## src/rtcs_consts.svh

```systemverilog
`ifndef RTCS_CONSTS_SVH
`define RTCS_CONSTS_SVH
// link clock half period in system clocks, less one (100 ns each)
`define RTCS_HALF_PERIOD   4'h3
// select hold time, ns, and its count of system clocks (least: round up)
`define RTCS_HOLD_NS       200
`define RTCS_HOLD_CYC      ((`RTCS_HOLD_NS + 99) / 100)
// select setup before first edge, in system clocks
`define RTCS_SETUP_CYC     4'h2
// control nibble bit positions (bit 3 ignored by the device)
`define RTCS_DIR_POS       2
`define RTCS_ALD_POS       1
`define RTCS_DLD_POS       0
`define RTCS_CMD_READ      4'h6
`define RTCS_CMD_ADDR_WR   4'h2
`define RTCS_CMD_DATA_WR   4'h1
`define RTCS_CMD_END       4'h0
`endif

```

## src/rtcs_pkg.sv

```systemverilog
package rtcs_pkg;
    typedef enum logic [2:0] {
        RTCS_IDLE,
        RTCS_SETUP,
        RTCS_LOW,
        RTCS_HIGH,
        RTCS_HOLD
    } rtcs_state_t;
endpackage

```

## src/rtcs_host.sv

```systemverilog
`include "rtcs_consts.svh"
module rtcs_host
    import rtcs_pkg::*;
(
    input  wire logic       clk,
    input  wire logic       sys_rst,
    input  wire logic       cmdValid,
    input  wire logic       cmdRead,
    input  wire logic [3:0] cmdAddr,
    input  wire logic [3:0] cmdData,
    input  wire logic       cmdLast,
    input  wire logic       variantB,
    output logic            cmdReady,
    output logic            rspValid,
    output logic [3:0]      rspData,
    output logic            chipSelect,
    output logic            shiftClk,
    output logic            serialOut,
    output logic            serialOe_n,
    input  wire logic       serialIn
);
    rtcs_state_t state_r, state_nxt;
    logic [3:0]  div_r, div_nxt;
    logic [3:0]  bit_r, bit_nxt;
    logic [1:0]  byteIdx_r, byteIdx_nxt;
    logic [7:0]  txByte_r, txByte_nxt;
    logic [3:0]  rxData_r, rxData_nxt;
    logic        isRead_r, isRead_nxt;
    logic [3:0]  addr_r, addr_nxt;
    logic [3:0]  data_r, data_nxt;
    logic        last_r, last_nxt;
    logic        cmdReady_r, cmdReady_nxt;
    logic        rspValid_r, rspValid_nxt;
    logic [3:0]  rspData_r, rspData_nxt;
    logic        cs_r, cs_nxt;
    logic        sclk_r, sclk_nxt;
    logic        sOut_r, sOut_nxt;
    logic        sOe_n_r, sOe_n_nxt;
    logic        inMeta_r, inSync_r;
    logic        sampleEdge;
    logic        take;
    logic        launchEdge;

    // serialIn comes from the pin; two flops before use
    always_ff @(posedge clk)
    begin
        inMeta_r <= serialIn;
        inSync_r <= inMeta_r;
    end

    // host drives the clock; idle level is low for A, high for B
    // (pin level of B's inverted clock); the pulse edges swap accordingly
    assign launchEdge = (div_r == `RTCS_HALF_PERIOD);

    always_comb
    begin
        state_nxt    = state_r;
        div_nxt      = div_r;
        bit_nxt      = bit_r;
        byteIdx_nxt  = byteIdx_r;
        txByte_nxt   = txByte_r;
        cs_nxt       = cs_r;
        sclk_nxt     = sclk_r;
        sOut_nxt     = sOut_r;
        sOe_n_nxt    = sOe_n_r;
        sampleEdge   = 1'b0;
        take         = 1'b0;
        unique case (state_r)
            RTCS_IDLE:
            begin
                sclk_nxt = variantB;
                if (cmdValid && !cmdReady_r)
                begin
                    take         = 1'b1;
                    txByte_nxt   = {(cmdRead ? `RTCS_CMD_READ
                                             : `RTCS_CMD_ADDR_WR), cmdAddr};
                    byteIdx_nxt  = 2'h0;
                    bit_nxt      = 4'h0;
                    div_nxt      = 4'h0;
                    if (!cs_r)
                    begin
                        cs_nxt    = 1'b1;
                        state_nxt = RTCS_SETUP;
                    end
                    else
                    begin
                        state_nxt = RTCS_LOW;
                    end
                end
            end
            RTCS_SETUP:
            begin
                div_nxt = div_r + 4'h1;
                if (div_r == `RTCS_SETUP_CYC)
                begin
                    div_nxt   = 4'h0;
                    state_nxt = RTCS_LOW;
                end
            end
            RTCS_LOW:
            begin
                div_nxt = div_r + 4'h1;
                if (launchEdge)
                begin
                    // leading edge: rising for A, falling for B
                    div_nxt   = 4'h0;
                    sclk_nxt  = !variantB;
                    sOut_nxt  = txByte_r[7];
                    // released before the device drives at 2B
                    // pin taken back only once 1C has begun
                    sOe_n_nxt = isRead_r && byteIdx_r == 2'h1;
                    state_nxt = RTCS_HIGH;
                end
            end
            RTCS_HIGH:
            begin
                div_nxt = div_r + 4'h1;
                if (launchEdge)
                begin
                    // trailing edge for B is rising
                    sampleEdge = 1'b1;
                    div_nxt    = 4'h0;
                    sclk_nxt   = variantB;
                    txByte_nxt = {txByte_r[6:0], 1'b0};
                    bit_nxt    = bit_r + 4'h1;
                    state_nxt  = RTCS_LOW;
                    if (bit_r == 4'h7)
                    begin
                        bit_nxt = 4'h0;
                        byteIdx_nxt = byteIdx_r + 2'h1;
                        if (byteIdx_r == 2'h0)
                        begin
                            // read second byte carries no load
                            txByte_nxt = isRead_r ? 8'h00
                                       : {`RTCS_CMD_DATA_WR, data_r};
                        end
                        else
                        begin
                            div_nxt   = 4'h0;
                            state_nxt = last_r ? RTCS_HOLD : RTCS_IDLE;
                        end
                    end
                end
            end
            RTCS_HOLD:
            begin
                div_nxt = div_r + 4'h1;
                if (div_r == 4'(`RTCS_HOLD_CYC))
                begin
                    cs_nxt    = 1'b0;
                    sOe_n_nxt = 1'b1;
                    state_nxt = RTCS_IDLE;
                end
            end
            default:
                state_nxt = RTCS_IDLE;
        endcase
    end

    always_ff @(posedge clk)
    begin
        if (sys_rst)
        begin
            state_r    <= RTCS_IDLE;
            div_r      <= 4'h0;
            bit_r      <= 4'h0;
            byteIdx_r  <= 2'h0;
            txByte_r   <= 8'h00;
            cs_r       <= 1'b0;
            sclk_r     <= 1'b0;
            sOut_r     <= 1'b0;
            sOe_n_r    <= 1'b1;
        end
        else
        begin
            state_r    <= state_nxt;
            div_r      <= div_nxt;
            bit_r      <= bit_nxt;
            byteIdx_r  <= byteIdx_nxt;
            txByte_r   <= txByte_nxt;
            cs_r       <= cs_nxt;
            sclk_r     <= sclk_nxt;
            sOut_r     <= sOut_nxt;
            sOe_n_r    <= sOe_n_nxt;
        end
    end

    // request group: one accepted request at a time
    // direction bit kept per transaction
    always_comb
    begin
        cmdReady_nxt = take;
        isRead_nxt   = isRead_r;
        addr_nxt     = addr_r;
        data_nxt     = data_r;
        last_nxt     = last_r;
        if (take)
        begin
            isRead_nxt = cmdRead;
            addr_nxt   = cmdAddr;
            data_nxt   = cmdData;
            last_nxt   = cmdLast;
        end
    end

    always_ff @(posedge clk)
    begin
        if (sys_rst)
        begin
            cmdReady_r <= 1'b0;
            isRead_r   <= 1'b0;
            addr_r     <= 4'h0;
            data_r     <= 4'h0;
            last_r     <= 1'b0;
        end
        else
        begin
            cmdReady_r <= cmdReady_nxt;
            isRead_r   <= isRead_nxt;
            addr_r     <= addr_nxt;
            data_r     <= data_nxt;
            last_r     <= last_nxt;
        end
    end

    // receive group: the synchronised pin lags two clocks, well inside
    // the four-clock half period, so the trailing edge still sees the bit
    always_comb
    begin
        rxData_nxt   = rxData_r;
        rspValid_nxt = 1'b0;
        rspData_nxt  = rspData_r;
        // device data settles before the trailing edge
        // read nibble on pulses five to eight
        if (sampleEdge && isRead_r && byteIdx_r == 2'h1 && bit_r >= 4'h4)
        begin
            rxData_nxt = {rxData_r[2:0], inSync_r};
            if (bit_r == 4'h7)
            begin
                rspValid_nxt = 1'b1;
                rspData_nxt  = {rxData_r[2:0], inSync_r};
            end
        end
    end

    always_ff @(posedge clk)
    begin
        if (sys_rst)
        begin
            rxData_r   <= 4'h0;
            rspValid_r <= 1'b0;
            rspData_r  <= 4'h0;
        end
        else
        begin
            rxData_r   <= rxData_nxt;
            rspValid_r <= rspValid_nxt;
            rspData_r  <= rspData_nxt;
        end
    end

    assign cmdReady   = cmdReady_r;
    assign rspValid   = rspValid_r;
    assign rspData    = rspData_r;
    assign chipSelect = cs_r;
    assign shiftClk   = sclk_r;
    assign serialOut  = sOut_r;
    assign serialOe_n = sOe_n_r;
endmodule // rtcs_host

```

## config.mk

```make
export PLATFORM = sky130hd
export DESIGN_NAME = rtcs_host
export DESIGN_NICKNAME = d
export VERILOG_FILES = /design/src/rtcs_pkg.sv /design/src/rtcs_host.sv
export VERILOG_INCLUDE_DIRS = /design/src
export SDC_FILE = /design/constraint.sdc
export NUM_CORES = 1
export LEC_CHECK = 0
export BUFFER_PORTS_ARGS = -buffer_cell sky130_fd_sc_hd__buf_4
export CAP_MARGIN = 20
export CORE_AREA = 2 2 68 70
export DETAILED_ROUTE_END_ITERATION = 8
export DIE_AREA = 0 0 70 72
export HOLD_SLACK_MARGIN = 0.05
export PLACE_DENSITY = 0.66
export SYNTH_ARGS = -nofsm -noshare
export SYNTH_HDL_FRONTEND = slang
export SYNTH_SLANG_ARGS = --single-unit
export TNS_END_PERCENT = 10
```

## constraint.sdc

```tcl
create_clock -name clk -period 1.88 [get_ports clk]
set_input_delay 0.094 -clock clk [delete_from_list [all_inputs] [get_ports clk]]
set_output_delay 0.094 -clock clk [all_outputs]
set_load 0.05 [all_outputs]
```

==> results of run 1 <==
[report_power, final]
| part | switching [mW] | internal, mW |
|---|---|---|
| registers | 0.106 | 1.01 |
| clock network | 0.332 | 0.532 |
| logic | 0.570 | 0.443 |
| total | 1.01 | 1.98 |
[final timing paths]
| kind | cells after the start | endpoint | from | slack [ns] |
|---|---|---|---|---|
| max | 7 | state_r[0] | div_r[0] | -0.04 |
| min | 3 | isRead_r | cmdRead | 0.08 |
| max reg2reg | 7 | state_r[0] | div_r[0] | -0.04 |
| min reg2reg | 0 | inSync_r | inMeta_r | 0.33 |
[flip-flops by register name, indices dropped and copies added (netlist names)]
| name | cells |
|---|---|
| cmdReady | 1 |
| last_r | 1 |
| shiftClk | 1 |
| data_r | 4 |
| isRead_r | 1 |
| inSync_r | 1 |
| div_r | 4 |
| rspValid | 1 |
| txByte_r | 8 |
| inMeta_r | 1 |
| rspData | 4 |
| serialOut | 1 |
| chipSelect | 1 |
| bit_r | 4 |
| serialOe_n | 1 |
| byteIdx_r | 2 |
| rxData_r | 3 |
| state_r | 3 |
[worst max-delay path: stages, from the launching register on]
cell and delay (ns):
dfxtp_4 0.37, inv_4 0.07, ha_4 0.12, or3b_4 0.38, a32o_2 0.30, a311oi_4 0.33
nand2b_4 0.19, a21oi_2 0.05
[stage by stage]
stage          cells  worst slack [ns]  power (mW)  instance area (µm²)
2_1_floorplan    219            0.0734        1.71                 1890
3_3_place_gp     301            0.0456        1.98                 2220
3_5_place_dp     301           0.00538        1.99                 2220
4_1_cts          316          0.000731        2.86                 2420
5_1_grt          317           -0.0959        3.15                 2510
6_report         317           -0.0428        2.99                 2510
[what timing repair did]
action,4_1_cts,5_1_grt
endpoints found under the hold margin,7,0
gates resized for setup,1,17
hold buffers,7,0
endpoints found under the setup margin,4,19
buffers inserted,0,1
pin swaps,0,9
[routing by layer]
| metal | GRT usage | wire length, µm | up-vias | share of wire |
|---|---|---|---|---|
| met5 | 0 | 0 | - | 0 |
| li1 | - | - | 865 | - |
| met1 | 0.240 | 2140 | 799 | 0.48 |
| met4 | 0.0513 | 40 | 0 | 0.0090 |
| met3 | 0.0417 | 175 | 5 | 0.039 |
| met2 | 0.292 | 2100 | 39 | 0.47 |
[final cells by class]
cell class	instances	area [µm²]
Inverter	5	21.3
Timing Repair Buffer	48	378
Sequential cell	42	848
Tap cell	52	65.1
Fill cell	381	1750
Multi-Input combinational cell	162	1060
Clock inverter	3	68.8
Clock buffer	5	68.8
[cells by family after synthesis]
logic type,share of synthesized area
DFF,0.444
buffers and inverters,0.0324
xor gates and xnor gates,0.0139
adders and majority gates,0.0330
AOI/OAI and AO/OA,0.190
and+or+nand+nor,0.254
muxes,0.0317
[synth_stat cells, types with 2 or more instances]
library cell	n
a22oi_1	10
xor2_1	2
or3_1	2
o21ai_0	9
nor2_1	22
a21oi_1	29
inv_1	5
nand2_1	25
and3b_1	2
mux2i_1	6
dfxtp_1	42
nand2b_1	3
nor2b_1	2
or4_1	2
nor3_1	6
and2_1	2
ha_1	5
buf_2	4
clkbuf_1	5
nand3_1	6
or2_1	2
nor3b_1	2
==> flow_summary.ini, run 1 <==
[power_and_ir_drop]
irDropWorstVdd_v = 0.000593
power_density_nw_per_um2 = 1190
p_leak_nw = 0.989

[grt]
gr-total-overflow = 0
grt_pass1_vias = 1579
grt_max_degree = 41
antenna_found_initial = 0
track_usage = 0.179
grt_pass1_wl_um = 7230

[drt]
via_per_inst = 5.39
wl_per_cell_um = 14.1
drt_first_pass_iters = 4
first_iter_violations = 100
wirelength_um = 4460
drc = 0
postRouteAntennaNets = 0
num_vias = 1708

[logic_synthesis]
synthArstFlopShare = 0
syn_avg_cell_area_um2 = 8.64
synthesis.nets = 239
yosys.area.top_type = dfxtp_1
ys_ff_latch = 42
synth-edff-count = 0
synth_flop_cell = dfxtp_1
synthTopCellsByArea = dfxtp_1, a21oi_1, nand2_1, nor2_1, a22oi_1
synth_cell_type_count = 48
yosysWarningCount = 0
syn_area_um2 = 1890
yosys.area.top_type_share = 0.444
syn_inst = 219
ys_seq_area_frac = 0.444

[floorplanning]
die_h_um = 72
die_width_um = 70
pin_count = 25
rows = 24
start_util = 0.444
dieArea_um2 = 5040
coreArea_um2 = 4260

[cts]
cts_inserted_buffers = 5
clk_path_buf_depth = 2
cts_tree = done
clockRootBuffer = clkbuf_8
cts.htree.levels = 2
clock_latency_ns = 0.30
cts.clk_slew.worst_paths_ns = 0.09
clock_sinks = 42

[final_layout]
antenna_cells = 0
final_common_cell = buf_4
final_core_util = 0.589
layout_common_cells = buf_4, dfxtp_1, a21oi_1
final_layout_size_suffix_gt1_frac = 0.260
final_nets = 284
area_delta_synth_final_pct = 32.6

[sta]
rsz0062_at_grt = true
skew_ns = 0.00427
period_share = 1.02
min_period_ns = 1.92
max_freq_mhz = 520
setup_violations = 2
tightest_slew_ns = 0.448
fin_hold_ws_ns = 0.0780
drv_slew = 0
fin_tns_setup_ns = -0.0689
fin_ws_ns = -0.0428
maxSlewHeadroom = 0.701
hold_viol = 0

[outcome]
violations = negative setup slack
status = finished with violations

[placement]
gp_congestion = 0.810
io_buffers = 24
dp_hpwl_um = 3010

[worst_setup_path]
required_ns = 2.06
path_class = flop to flop
cp-end-kind = flop
worstPathMaxFanout = 4
arrival_ns = 2.10
worstSetupStartpointType = flop

[flow_run]
drv_cap = 0

[min_path]
hp-class = primary input to flop
No activity file was read; power rests on OpenSTA's default activity.
==> run 2, diff against run 1 <==
--- a/config.mk
+++ b/config.mk
@@ -8,11 +8,14 @@
 export LEC_CHECK = 0
 export BUFFER_PORTS_ARGS = -buffer_cell sky130_fd_sc_hd__buf_4
 export CAP_MARGIN = 20
-export CORE_AREA = 2 2 68 70
+export CELL_PAD_IN_SITES_DETAIL_PLACEMENT = 0
+export CELL_PAD_IN_SITES_GLOBAL_PLACEMENT = 1
+export CORE_AREA = 2 2 69 71
+export CTS_BUF_LIST = sky130_fd_sc_hd__clkbuf_2
 export DETAILED_ROUTE_END_ITERATION = 8
-export DIE_AREA = 0 0 70 72
+export DIE_AREA = 0 0 71 73
 export HOLD_SLACK_MARGIN = 0.05
-export PLACE_DENSITY = 0.66
+export PLACE_DENSITY_LB_ADDON = 0.1
 export SYNTH_ARGS = -nofsm -noshare
 export SYNTH_HDL_FRONTEND = slang
 export SYNTH_SLANG_ARGS = --single-unit
==> constraint.sdc (replaced) <==
create_clock -name clk -period 2.05 [get_ports clk]
set_input_delay 0.1025 -clock clk [delete_from_list [all_inputs] [get_ports clk]]
set_output_delay 0.1025 -clock clk [all_outputs]
set_load 0.05 [all_outputs]
==> flow_summary.ini, run 2 (synthesized netlist as in run 1, its figures left out) <==
[cts]
clockRootBuffer = clkbuf_2
cts_tree = done
clock_latency_ns = 0.39
cts_inserted_buffers = 5
cts.htree.levels = 2
clk_path_buf_depth = 2
clock_sinks = 42
cts.clk_slew.worst_paths_ns = 0.21

[drt]
num_vias = 1698
first_iter_violations = 66
wl_met3_um = 136
via_per_inst = 5.36
wirelength_um = 4380
wl_per_cell_um = 13.8
postRouteAntennaNets = 0
wl_met2_um = 2180
top_layer = met4
drc = 0
wl_met1_um = 1990
drt_first_pass_iters = 4

[sta]
period_share = 0.963
maxSlewHeadroom = 0.706
hold_viol = 0
max_freq_mhz = 506
min_period_ns = 1.97
drv_slew = 0
fin_ws_ns = 0.0752
setup_violations = 0
fin_hold_ws_ns = 0.112
skew_ns = 0.0239
tightest_slew_ns = 0.440

[worst_setup_path]
worstSetupStartpointType = flop
arrival_ns = 2.32
required_ns = 2.40
slowest_stage = dfxtp_2
cp-end-kind = flop
cpPeakStageDelay_ns = 0.43
worstPathMaxFanout = 4
path_class = flop to flop
path_cells = ha_4, or3b_4, a32o_2, a311oi_2, buf_4, nand4_1, a21oi_1

[final_layout]
final_common_cell = dfxtp_1
antenna_cells = 0
final_nets = 282
largest_reg_flops = 8
final_layout_size_suffix_gt1_frac = 0.224
design_area_um2 = 2390
area_delta_synth_final_pct = 26.4
top_register = txByte_r
layout_common_cells = dfxtp_1, buf_4, a21oi_1
instances_no_fill = 317

[placement]
dp_cells = 297
dpl-instance-area_um2 = 2170
io_buffers = 24
dp_slack_ns = 0.139
dp_hpwl_um = 3150
gp_congestion = 0.762

[power_and_ir_drop]
power.internal_mw = 1.48
fin_total_pwr_mw = 2.33
clockPowerShare = 0.201
comb_power_share = 0.353
p_sw_frac = 0.363
power_density_nw_per_um2 = 972
seq_power_share = 0.446
p_sw_mw = 0.844
irDropWorstVdd_v = 0.000337
p_leak_nw = 0.943

[outcome]
status = complete, no violations

[floorplanning]
start_util = 0.417
dieArea_um2 = 5180
die_h_um = 73
pin_count = 25
die_width_um = 71
rows = 25
coreArea_um2 = 4540

[grt]
gr-total-overflow = 0
grt_pass1_vias = 1629
antenna_found_initial = 0
grt_max_degree = 41
track_usage = 0.178
grt_pass1_wl_um = 7260

[min_path]
hp-class = primary input to flop

[flow_run]
drv_cap = 0
run 2: cell types whose count changed in the layout (fill, tap and decap cells not counted), sizes merged:
cell	change
bufinv	-1
dlygate4sd3	+4
clkinv	+1
buf	-6
run 2: final cells by class:
cell class,count,area (µm²)
clock buffer,5,25.0
multi-input combinational,162,1020
timing repair buffer,46,373
tap,54,67.6
fill,423,2140
sequential,42,846
clock inverter,3,40.0
inverter,5,21.3
run 2: power groups by stage:
stage	Clock, mW	Sequential (mW)	Combinational (mW)
global route	0.526	1.05	0.913
detailed placement	0	1.03	0.755
CTS	0.484	1.02	0.776
floorplan	0	1.04	0.533
finish	0.468	1.04	0.820
global placement	0	1.03	0.735
run 2: repair_timing:
item                       in CTS  in global routing
hold buffers                   11                  0
hold endpoints to repair       12                  0
gates resized for setup         0                 11
buffers inserted                0                  1
setup endpoints to repair       0                  2
run 2: critical path, delay by kind of cell (launching register included):
family | cells | cell delay (ns)
AND/OR/NAND/NOR | 2 | 0.52
buffers and inverters | 1 | 0.17
adder cells (fa/ha/maj) | 1 | 0.15
flip-flops | 1 | 0.43
AO/OA/AOI/OAI | 3 | 0.69
run 2: metal layers:
layer | track usage | up-vias
li1 | - | 865
met1 | 0.210 | 795
met2 | 0.308 | 28
met3 | 0.0428 | 10
met4 | 0.0776 | 0
met5 | 0 | -
run 2: per-stage QoR:
step           TNS (ns)   util
5_1_grt         -0.0237  0.527
6_report              0  0.527
3_3_place_gp          0  0.479
2_1_floorplan         0      -
4_1_cts               0  0.518
3_5_place_dp          0  0.479
run 2: worst paths after layout:
check                              start          to  slack [ns]  depth (start not counted)
worst min register to register  inMeta_r    inSync_r        0.35                          0
worst max register to register  div_r[1]  state_r[2]        0.08                          7
worst max-delay path            div_r[1]  state_r[2]        0.08                          7
worst min-delay path             sys_rst   serialOut        0.11                          2
